[src/design/acc_pkg.sv]
// Shared constants and types for the converter control block
package acc_pkg;

  // ************************************************************
  // Register indices; the byte address is four times the index
  // ************************************************************
  localparam logic [7:0] IDX_CONTROL_STATUS = 8'h70;
  localparam logic [7:0] IDX_RESULT_HIGH    = 8'h71;
  localparam logic [7:0] IDX_RESULT_LOW     = 8'h72;

  // ************************************************************
  // Field positions and reset values
  // ************************************************************
  localparam int         POS_EOC        = 7;
  localparam int         POS_CLOCK_FAST = 6;
  localparam int         POS_CONV_ON    = 5;
  localparam int         POS_RESERVED   = 4;
  localparam logic [7:0] CSR_RESET      = 8'h00;
  localparam logic [9:0] RESULT_RESET   = 10'h000;
  localparam int         RESULT_W       = 10;

  // ************************************************************
  // Converter clock divisors and timing
  // ************************************************************
  localparam logic [1:0] DIV_SLOW_LAST = 2'h3;  // f_cpu / 4
  localparam logic [1:0] DIV_FAST_LAST = 2'h1;  // f_cpu / 2
  localparam int CLK_PERIOD_NS = 10;
  localparam int STAB_NS       = 1000;          // Wakeup settling time
  localparam int STAB_CYCLES   =
    (STAB_NS + CLK_PERIOD_NS - 1) / CLK_PERIOD_NS;

  // Control/status layout
  typedef struct packed {
    logic       eoc;
    logic       clock_fast;
    logic       converter_on;
    logic       reserved;
    logic [3:0] channel_select;
  } acc_csr_s;

  // Conversion sequencer, Gray coded from stab through sample, trial and decide; off to sample and decide to sample change two bits
  typedef enum logic [2:0] {
    ST_OFF    = 3'b000,
    ST_STAB   = 3'b001,
    ST_SAMPLE = 3'b011,
    ST_TRIAL  = 3'b010,
    ST_DECIDE = 3'b110
  } acc_state_e;

endpackage : acc_pkg

[src/design/acc_conversion_control.sv]
// Control logic of a 10-bit successive-approximation converter
// Function
// - High register holds result bits 9..2, low register bits 1..0.
// - Low register bits 7..2 always read as zero.
// - Input above upper reference gives all ones, no overflow flag.
// - Input below lower reference gives zero in both registers.
// - Four-bit channel field picks input; codes 6,7,9,11 map nowhere.
// - Setting converter-on starts continuous back-to-back conversions.
// - Clearing converter-on stops the converter and any conversion.
// - Completion writes result registers and sets end-of-conversion.
// - Reading high result or writing control clears end-of-conversion.
// - End-of-conversion is read-only; other control bits read/write.
// - Channel change aborts, clears the flag, restarts on new channel.
// - Clock-select bit 6 picks cpu clock divided by 4 or by 2.
// - Reset clears control/status and both result registers.
// - Results are not latched; next completion overwrites both halves.
// - Halt disables the converter; wakeup needs a settling delay.
// - Registers at indices 70h, 71h and 72h of the peripheral map.
`timescale 1ns/1ps
`default_nettype none

module acc_conversion_control #(
  parameter int ADR_W        = 12,
  parameter int SAMPLE_TICKS = 4,
  parameter int SETTLE_TICKS = 2,
  parameter int STAB_COUNT   = acc_pkg::STAB_CYCLES
) (
  // Clock and reset
  input  wire  logic                       clk,
  input  wire  logic                       rst,
  // Wishbone classic slave
  input  wire  logic                       wb_cyc_i,
  input  wire  logic                       wb_stb_i,
  input  wire  logic                       wb_we_i,
  input  wire  logic [ADR_W-1:0]           wb_adr_i,
  input  wire  logic [3:0]                 wb_sel_i,
  input  wire  logic [31:0]                wb_dat_i,
  output logic       [31:0]                wb_dat_o,
  output logic                             wb_ack_o,
  // Power management from the core
  input  wire  logic                       halt_mode,
  // Analog front end
  input  wire  logic                       comparator_high,
  output logic       [3:0]                 analog_channel,
  output logic                             channel_connect,
  output logic                             converter_power,
  output logic                             sample_hold,
  output logic       [acc_pkg::RESULT_W-1:0] trial_code
);
  import acc_pkg::*;

  // ************************************************************
  // Helpers
  // ************************************************************
  function automatic logic hit(input logic [ADR_W-1:0] adr,
                               input logic [7:0]       idx);
    hit = (adr[ADR_W-1:2] == {{(ADR_W-10){1'b0}}, idx});
  endfunction : hit

  function automatic logic [RESULT_W-1:0] bit_mask(input logic [3:0] i);
    bit_mask = RESULT_W'(1) << i;
  endfunction : bit_mask

  function automatic logic channel_exists(input logic [3:0] ch);
    channel_exists = !(ch == 4'h6 || ch == 4'h7 ||
                       ch == 4'h9 || ch == 4'hB);
  endfunction : channel_exists

  // ************************************************************
  // State
  // ************************************************************
  acc_csr_s              csr;
  logic [RESULT_W-1:0]   result;
  acc_state_e            state;
  logic [1:0]            div_cnt;
  logic                  tick;
  logic [7:0]            step_cnt;
  logic [3:0]            bit_idx;
  logic [15:0]           stab_cnt;
  logic                  need_stab;
  logic                  comp_q1;
  logic                  comp_q2;
  logic                  comp_q3;
  logic                  comp_filt;
  logic                  done;
  logic [RESULT_W-1:0]   kept;

  // Bus decode; effects happen only at the edge where ack is seen
  logic bus_req;
  logic bus_commit;
  logic csr_write;
  logic high_read;
  logic chan_change;
  logic run;

  assign bus_req    = wb_cyc_i && wb_stb_i;
  assign bus_commit = bus_req && wb_ack_o;
  assign csr_write  = bus_commit && wb_we_i && wb_sel_i[0] &&
                      hit(wb_adr_i, IDX_CONTROL_STATUS);
  assign high_read  = bus_commit && !wb_we_i &&
                      hit(wb_adr_i, IDX_RESULT_HIGH);
  assign chan_change = csr_write &&
                       (wb_dat_i[3:0] != csr.channel_select);
  // Halt powers the converter down regardless of the on bit
  assign run = csr.converter_on && !halt_mode;

  // ************************************************************
  // Wishbone slave
  // ************************************************************

  // Ack one cycle after the request, dropped the cycle after
  always_ff @(posedge clk) begin
    if (rst) begin
      wb_ack_o <= 1'b0;
    end else begin
      wb_ack_o <= bus_req && !wb_ack_o;
    end
  end

  // Read data is captured with ack; unmapped words read as zero
  always_ff @(posedge clk) begin
    if (rst) begin
      wb_dat_o <= 32'h0000_0000;
    end else if (bus_req && !wb_ack_o && !wb_we_i) begin
      if (hit(wb_adr_i, IDX_CONTROL_STATUS)) begin
        wb_dat_o <= {24'h00_0000, csr};
      end else if (hit(wb_adr_i, IDX_RESULT_HIGH)) begin
        wb_dat_o <= {24'h00_0000, result[9:2]};
      end else if (hit(wb_adr_i, IDX_RESULT_LOW)) begin
        wb_dat_o <= {24'h00_0000, 6'h00, result[1:0]};
      end else begin
        wb_dat_o <= 32'h0000_0000;
      end
    end
  end

  // ************************************************************
  // Control/status register
  // ************************************************************

  // Software fields; the flag is not writable from the bus
  always_ff @(posedge clk) begin
    if (rst) begin
      csr.clock_fast     <= CSR_RESET[POS_CLOCK_FAST];
      csr.converter_on   <= CSR_RESET[POS_CONV_ON];
      csr.reserved       <= CSR_RESET[POS_RESERVED];
      csr.channel_select <= CSR_RESET[3:0];
    end else if (csr_write) begin
      csr.clock_fast     <= wb_dat_i[POS_CLOCK_FAST];
      csr.converter_on   <= wb_dat_i[POS_CONV_ON];
      csr.reserved       <= wb_dat_i[POS_RESERVED];  // Kept as written
      csr.channel_select <= wb_dat_i[3:0];
    end
  end

  // Completion flag: a completion in the clearing cycle still sets it.
  // A channel change aborts the conversion, so no completion can race it.
  always_ff @(posedge clk) begin
    if (rst) begin
      csr.eoc <= CSR_RESET[POS_EOC];
    end else if (done) begin
      csr.eoc <= 1'b1;
    end else if (csr_write || high_read) begin
      csr.eoc <= 1'b0;
    end
  end

  // Result is overwritten by every completion, no shadow copy
  always_ff @(posedge clk) begin
    if (rst) begin
      result <= RESULT_RESET;
    end else if (done) begin
      result <= kept;
    end
  end

  // ************************************************************
  // Converter clock enable
  // ************************************************************

  // Divider restarts when idle so the first tick has a fixed phase
  always_ff @(posedge clk) begin
    if (rst || state == ST_OFF || tick) begin
      div_cnt <= 2'h0;
    end else begin
      div_cnt <= div_cnt + 2'h1;
    end
  end

  assign tick = (div_cnt == (csr.clock_fast ? DIV_FAST_LAST
                                            : DIV_SLOW_LAST));

  // ************************************************************
  // Comparator input synchroniser
  // ************************************************************

  // Three stages; the filtered level moves only when the last two agree
  always_ff @(posedge clk) begin
    if (rst) begin
      comp_q1   <= 1'b0;
      comp_q2   <= 1'b0;
      comp_q3   <= 1'b0;
      comp_filt <= 1'b0;
    end else begin
      comp_q1 <= comparator_high;
      comp_q2 <= comp_q1;
      comp_q3 <= comp_q2;
      if (comp_q2 == comp_q3) begin
        comp_filt <= comp_q3;
      end
    end
  end

  // ************************************************************
  // Halt wakeup tracking
  // ************************************************************

  // Any halt forces a settling wait before the next conversion
  always_ff @(posedge clk) begin
    if (rst) begin
      need_stab <= 1'b0;
    end else if (halt_mode) begin
      need_stab <= 1'b1;
    end else if (state == ST_STAB && stab_cnt == 16'(STAB_COUNT - 1)) begin
      need_stab <= 1'b0;
    end
  end

  always_ff @(posedge clk) begin
    if (rst || state != ST_STAB) begin
      stab_cnt <= 16'h0000;
    end else begin
      stab_cnt <= stab_cnt + 16'h0001;
    end
  end

  // ************************************************************
  // Successive-approximation sequencer
  // ************************************************************

  // A kept bit means the input lies above the trial level; beyond the
  // references the comparator pins every bit high or low, so the code
  // saturates at all ones or all zeros with no separate flag
  assign kept = comp_filt ? trial_code
                          : (trial_code & ~bit_mask(bit_idx));
  assign done = run && !chan_change && tick && state == ST_DECIDE &&
                bit_idx == 4'h0;

  always_ff @(posedge clk) begin
    if (rst || !run) begin
      state      <= ST_OFF;
      step_cnt   <= 8'h00;
      bit_idx    <= 4'h0;
      trial_code <= RESULT_RESET;
    end else if (chan_change && state != ST_OFF && state != ST_STAB) begin
      state      <= ST_SAMPLE;
      step_cnt   <= 8'h00;
      bit_idx    <= 4'h0;
      trial_code <= RESULT_RESET;
    end else begin
      case (state)
        ST_OFF: begin
          state    <= need_stab ? ST_STAB : ST_SAMPLE;
          step_cnt <= 8'h00;
        end
        ST_STAB: begin
          if (stab_cnt == 16'(STAB_COUNT - 1)) begin
            state <= ST_SAMPLE;
          end
        end
        ST_SAMPLE: begin
          if (tick) begin
            if (step_cnt == 8'(SAMPLE_TICKS - 1)) begin
              state      <= ST_TRIAL;
              step_cnt   <= 8'h00;
              bit_idx    <= 4'(RESULT_W - 1);
              trial_code <= bit_mask(4'(RESULT_W - 1));
            end else begin
              step_cnt <= step_cnt + 8'h01;
            end
          end
        end
        ST_TRIAL: begin
          // Leaves the analog and the synchroniser time to settle
          if (tick) begin
            if (step_cnt == 8'(SETTLE_TICKS - 1)) begin
              state    <= ST_DECIDE;
              step_cnt <= 8'h00;
            end else begin
              step_cnt <= step_cnt + 8'h01;
            end
          end
        end
        ST_DECIDE: begin
          if (tick) begin
            if (bit_idx == 4'h0) begin
              state      <= ST_SAMPLE;
              trial_code <= RESULT_RESET;
            end else begin
              state      <= ST_TRIAL;
              bit_idx    <= bit_idx - 4'h1;
              trial_code <= kept | bit_mask(bit_idx - 4'h1);
            end
          end
        end
        default: begin
          state <= ST_OFF;
        end
      endcase
    end
  end

  // ************************************************************
  // Analog front-end controls
  // ************************************************************

  // Reserved codes leave the multiplexer open; no interrupt exists,
  // software learns of completion only by polling the flag
  always_ff @(posedge clk) begin
    if (rst) begin
      analog_channel  <= 4'h0;
      channel_connect <= 1'b0;
      converter_power <= 1'b0;
      sample_hold     <= 1'b0;
    end else begin
      analog_channel  <= csr.channel_select;
      channel_connect <= run && channel_exists(csr.channel_select);
      converter_power <= run;
      sample_hold     <= state == ST_SAMPLE;
    end
  end

endmodule : acc_conversion_control

`default_nettype wire

[config.mk]
export PLATFORM = sky130hd
export DESIGN_NAME = acc_conversion_control
export DESIGN_NICKNAME = d
export VERILOG_FILES = /design/src/design/acc_pkg.sv /design/src/design/acc_conversion_control.sv
export SDC_FILE = /design/constraint.sdc
export NUM_CORES = 1
export LEC_CHECK = 0
export BUFFER_PORTS_ARGS = -buffer_cell sky130_fd_sc_hd__buf_2
export CORE_ASPECT_RATIO = 1.2
export CORE_UTILIZATION = 30
export CTS_CLUSTER_SIZE = 12
export DETAILED_ROUTE_END_ITERATION = 7
export PLACE_DENSITY = 0.62
export SYNTH_ARGS = -nofsm -noshare
export SYNTH_HDL_FRONTEND = slang
export SYNTH_SLANG_ARGS = --single-unit
export TNS_END_PERCENT = 20
[constraint.sdc]
create_clock -name clk -period 5.5 [get_ports clk]
set_clock_uncertainty 0.1 [all_clocks]
set_input_delay 0.55 -clock clk [delete_from_list [all_inputs] [get_ports clk]]
set_output_delay 0.55 -clock clk [all_outputs]
set_load 0.02 [all_outputs]
* After elaboration in Yosys (flattened, before gate mapping)
Index checks and enable logic that the tools add are counted.
** Word-level totals
- Memories :: 0
- Bits in registers :: 106
- Memory bits (writable) :: 0
- Memory bits (read-only) :: 0
- Input bits :: 55
- Bits in latches :: 0
- Output and inout bits :: 50
** Cells by class
- Bitwise operators :: 3
- Divide/modulo/power cells :: 0
- Multipliers :: 0
- Reduce and logical (&&, ||, !) cells :: 46
- Magnitude comparators :: 0
- Multiplexer cells :: 34
- Shift operators :: 2
- Eq/ne operators :: 31
- Add/sub/neg operators :: 4
** Operators by type and width (count)
- 10-bit two-way mux :: 5
- 8-bit two-way mux :: 6
- 10-bit by 7-bit == test with 1-bit output, second input constant :: 3
- 8-bit one-hot mux with 3 select lines :: 1
- 10-bit one-hot mux with 2 select lines :: 1
- 1-bit by 4-bit << shifter with 10-bit output, first input constant :: 2
- 1-bit logical AND :: 19
- 3-bit two-way mux :: 6
- 16-bit by 1-bit adder with 16-bit output, second input constant :: 1
- 16-bit by 7-bit == test with 1-bit output, second input constant :: 1
- 4-bit two-way mux :: 4
- 3-bit one-hot mux with 5 select lines :: 1
- 2-bit inequality test, second input constant :: 6
- 3-bit inequality test, second input constant :: 4
- 6-bit AND reduction :: 2
- 10-bit bitwise AND :: 1
- 10-bit NOT :: 1
- 10-bit OR :: 1
- 8-bit by 1-bit adder with 8-bit output, second input constant :: 1
- 4-bit by 3-bit == test with 1-bit output, second input constant :: 2
- 4-bit == test, second input constant :: 2
- 8-bit by 1-bit == test with 1-bit output, second input constant :: 1
- 8-bit by 2-bit == test with 1-bit output, second input constant :: 1
- 1-bit logical OR :: 8
- other kinds (23) :: 40

* Depth between registers and ports, before layout
- Depth after elaboration :: 12
- Mapped depth :: 8

* Worst setup path before layout
Ideal clock, no wire load.
- Kind :: input port to flip-flop
- Start point :: input wb_adr_i[3]
- End point :: register result[1]
- Buffers on the path :: 3
- Arrival time :: 2.056 ns
- Slack :: 3.216 ns
- Cell stages on the path :: 8
- Cell sequence :: clkbuf_1 -> nor4bb_1 -> nand4_1 -> buf_2 -> o2111ai_1 -> buf_4 -> mux2i_1 -> nor2_1
** Between the ends
- Cells in the longest elaborated chain, start to end :: 8
** RTL lines
- start, declared :: line acc_conversion_control.sv:35 : input wire logic [ADR_W-1:0] wb_adr_i,
- 10-bit by 7-bit == test with 1-bit output :: line acc_conversion_control.sv:57 : hit = (adr[ADR_W-1:2] == {{(ADR_W-10){1'b0}}, idx});
- 1-bit logical AND :: line acc_conversion_control.sv:98 : assign csr_write = bus_commit && wb_we_i && wb_sel_i[0] &&
- 1-bit logical AND :: line acc_conversion_control.sv:102 : assign chan_change = csr_write &&
- 1-bit logical NOT :: line acc_conversion_control.sv:246 : assign done = run && !chan_change && tick && state == ST_DECIDE &&
- 1-bit logical AND (4 in series) :: line acc_conversion_control.sv:246
- end signal, assigned :: line acc_conversion_control.sv:173 : result <= kept;
- end, declared :: line acc_conversion_control.sv:73 : logic [RESULT_W-1:0] result;
No other way between the ends.
A chain may end at the register's enable or synchronous reset.

* Final worst setup path
- Start point :: input wb_adr_i[5]
- End point :: register step_cnt[4]
** Between the ends
- Cells in the longest elaborated chain, start to end :: 6
** RTL lines
- 10-bit by 7-bit == test with 1-bit output :: line acc_conversion_control.sv:57
- 1-bit logical AND :: line acc_conversion_control.sv:98
- 1-bit logical AND :: line acc_conversion_control.sv:102
- 1-bit logical AND (2 in series) :: line acc_conversion_control.sv:255 : end else if (chan_change && state != ST_OFF && state != ST_STAB) begin
- 2-bit OR reduction (no source line)
- end signal, assigned :: line acc_conversion_control.sv:279 : step_cnt <= step_cnt + 8'h01;
- end signal, assigned :: line acc_conversion_control.sv:290 : step_cnt <= step_cnt + 8'h01;
- end, declared :: line acc_conversion_control.sv:77 : logic [7:0] step_cnt;
No other way between the ends.

==> impl_metrics.json <==
{
  "core-area_mm2": 0.0127,
  "p_seq_share_pct": 47.3,
  "drt-total-wl_um": 8420,
  "async_flop_share_pct": 0,
  "crit_slowest_cell": "nand4_1",
  "drtIter0Drc": 194,
  "antenna_found_initial": 0,
  "reg2regPathDepth": 8,
  "avgSynthCellArea_um2": 8.62,
  "n_antenna_cell": 0,
  "final-seq-area_mm2": 0.00164,
  "multi_input_area_mm2": 0.00203,
  "drv_slew": 0,
  "start_util_pct": 30.8,
  "place.gp.congestion": 0.771,
  "whs_path_depth": 2,
  "end_kind": "register",
  "cts_sinks": 82,
  "ir_worst_vdd_mv": 0.170,
  "cts-htree-levels": 3,
  "critPathLaunch": "wb_adr_i[5]",
  "hold_path_class": "in -> reg",
  "hold_start": "comparator_high",
  "hold_violations": 0,
  "crit_fanout": 17,
  "root_buffer": "clkbuf_16",
  "p_sw_mw": 0.290,
  "r2r_end": "result[1]",
  "max-clock-path-buffers": 2,
  "cpLargestDelayFamily": "simple AND/OR/NAND/NOR gates",
  "tightest_slew_ns": 0.808,
  "yosysSeqAreaShare_pct": 42.0,
  "hpwlAfterDp_um": 6050,
  "die_w_um": 106,
  "instances_no_fill": 666,
  "yosys_warnings": 0,
  "pin_count": 105,
  "cts_setup_buffers": 0,
  "grt_max_degree": 43,
  "fin_crit_sh_pct": 49.4,
  "ant_nets": 0,
  "grt_pass1_wl_um": 13800,
  "grt_pass1_vias": 2967,
  "viasPerCell": 4.84,
  "setup_tns_ns": 0,
  "power_density_mw_per_mm2": 281,
  "critPathBufInv": 2,
  "swShare_pct": 22.8,
  "syn_to_final_growth_pct": 15.9,
  "pwr-share-comb_pct": 3.9,
  "relSlewSlack_pct": 45.7,
  "cp.arrival_ns": 2.82,
  "crit_required_ns": 5.61,
  "cts-resized-gates": 0,
  "min_period_ns": 2.71,
  "rsz0062_at_grt": "false",
  "clock_latency_ns": 0.34,
  "syn_area_mm2": 0.00391,
  "num-nets-final": 561,
  "maxCapViolCount": 0,
  "drive_above_1_share_pct": 15.3,
  "fmax_mhz": 368,
  "die-height_um": 127,
  "synth-edff-count": 0,
  "critPathKind": "in -> reg",
  "rr_startpoint": "bit_idx[0]",
  "grt_use_total_pct": 12.9,
  "outcome": "finished clean",
  "synth.distinct_cells": 52,
  "hold_end": "comp_q1",
  "std_cell_rows": 45,
  "fill_cells": 1290,
  "cts_buffers": 9,
  "detail_route.first_pass.iterations": 5,
  "synth_cells": 453,
  "cts_tree": "built",
  "critPathMaxStageDelay_ns": 0.61,
  "setup_viol": 0,
  "path_clk_slew_ns": 0.07,
  "cp-start-kind": "input pin",
  "synth_seq_cells": 82,
  "num_vias": 3221,
  "wire_per_inst_um": 12.6,
  "p_leak_nw": 1.77,
  "port_buffers": 50,
  "placedCellCount": 650,
  "intPower_mw": 0.981,
  "grt_overflow_total": 0,
  "r2r_slack_ns": 2.97,
  "clockPowerShare_pct": 48.8,
  "cts_hold_buf": 0,
  "die_area_mm2": 0.0135,
  "ys.flop_type": "dfxtp_1",
  "drc": 0,
  "cp_cell_sequence": "buf_2 > nor4bb_1 > nand4_1 > o31ai_2 > buf_4 > o21bai_1 > nor2_1"
}
[power groups by stage]
stage | Combinational [mW] | Sequential, mW | Clock, mW
after floorplan | 0.0431 | 0.617 | 0
after global placement | 0.0487 | 0.614 | 0
after detailed placement | 0.0498 | 0.614 | 0
after CTS | 0.0499 | 0.601 | 0.633
after global routing | 0.0543 | 0.601 | 0.660
final | 0.0499 | 0.601 | 0.620
[layout make-up]
| type | count | share of cell area (%) |
|---|---|---|
| Timing Repair Buffer | 53 | 6.03 |
| Multi-Input combinational cell | 335 | 44.9 |
| Tap cell | 164 | 4.53 |
| Clock inverter | 6 | 1.63 |
| Clock buffer | 10 | 5.28 |
| Inverter | 16 | 1.33 |
| Sequential cell | 82 | 36.3 |
[logic make-up after synthesis]
logic type | after synthesis | synth area share (%)
buffers and inverters | 59 | 8.10
other | 1 | 0.0960
AND/OR/NAND/NOR | 189 | 23.9
multiplexers | 16 | 4.13
AO/OA/AOI/OAI | 69 | 12.6
adder cells (fa/ha/maj) | 9 | 2.88
XOR/XNOR | 28 | 6.28
flip-flops | 82 | 42.0
[routing by layer]
metal  vias up  part of all wire [%]  GRT usage [%]  routed length, um
met4         0                   1.5           5.23                123
met1      1512                    47           15.6               3940
met3        13                   4.0           3.78                339
met5         -                     0              0                  0
met2        68                    48           21.3               4020
li1       1628                     -              -                  -
[worst register-to-register path, delay by kind of cell (launching register included)]
family | cells | cell delay (ns)
simple gates | 3 | 0.92
fa+ha+maj | 1 | 0.30
mux | 1 | 0.15
compound gates | 1 | 0.16
flops | 1 | 0.37
buf+inv | 2 | 0.37
[per-stage QoR]
step | area [um2] | utilization, % | hold WS, ns | power (mW) | setup slack, ns
floorplan | 3990 | - | 0.314 | 0.661 | 3.22
global placement | 4210 | 33.3 | 0.317 | 0.662 | 2.54
detailed placement | 4210 | 33.3 | 0.352 | 0.664 | 2.47
CTS | 4530 | 35.7 | 0.306 | 1.28 | 2.82
global route | 4530 | 35.7 | 0.300 | 1.32 | 2.59
finish | 4530 | 35.7 | 0.310 | 1.27 | 2.79
[state kept, by name, indices dropped and copies added, names as in the netlist, 3 cells and up]
signal          cells
analog_channel      4
bit_idx             4
trial_code         10
state               3
wb_dat_o            8
step_cnt            8
result             10
csr                 8
stab_cnt           16
[how the worst max path moves through the flow]
stage | to | cells past startpoint | slack [ns]
final | step_cnt[4] | 7 | 2.79
after global routing | step_cnt[0] | 7 | 2.59
after CTS | step_cnt[4] | 7 | 2.82
after detailed placement | step_cnt[0] | 7 | 2.47
after global placement | step_cnt[5] | 7 | 2.54
after floorplan | result[1] | 8 | 3.22
[layout by cell type, fill, tap and decap left out, drive strengths merged, types with 10 or more instances in the layout]
cell type / netlist / final
nand2: 28 / 28
xnor2: 14 / 14
nor3: 30 / 30
mux2i: 15 / 15
xor2: 14 / 14
buf: 26 / 53
nor2: 70 / 70
dfxtp: 82 / 82
a21oi: 17 / 17
inv: 16 / 17
clkbuf: 17 / 10
conb: 1 / 24
[Yosys cell counts, types with 2 or more instances]
cell,instances,area [um2]
and3_1,3,18.8
nor3_1,30,150
a211oi_1,5,37.5
and2_1,5,31.3
nand3_1,9,45.0
inv_1,16,60.1
nand4_1,5,31.3
nor4bb_1,2,20.0
or3_1,3,18.8
a221oi_1,6,52.6
nor2b_1,8,50.1
buf_4,25,188
a222oi_1,8,80.1
nor2_1,70,263
nor4_1,9,56.3
a21oi_1,17,85.1
clkbuf_1,17,63.8
nor4b_1,2,17.5
mux2i_1,15,150
xor2_1,14,123
a31oi_1,6,37.5
ha_1,9,113
o21ai_0,7,35.0
nand2b_1,2,12.5
dfxtp_1,82,1640
nand2_1,28,105
a21boi_0,9,67.6
or2_2,2,12.5
and4_1,2,17.5
xnor2_1,14,123
nor3b_1,2,15.0
No activity file was read; power rests on OpenSTA's default activity.
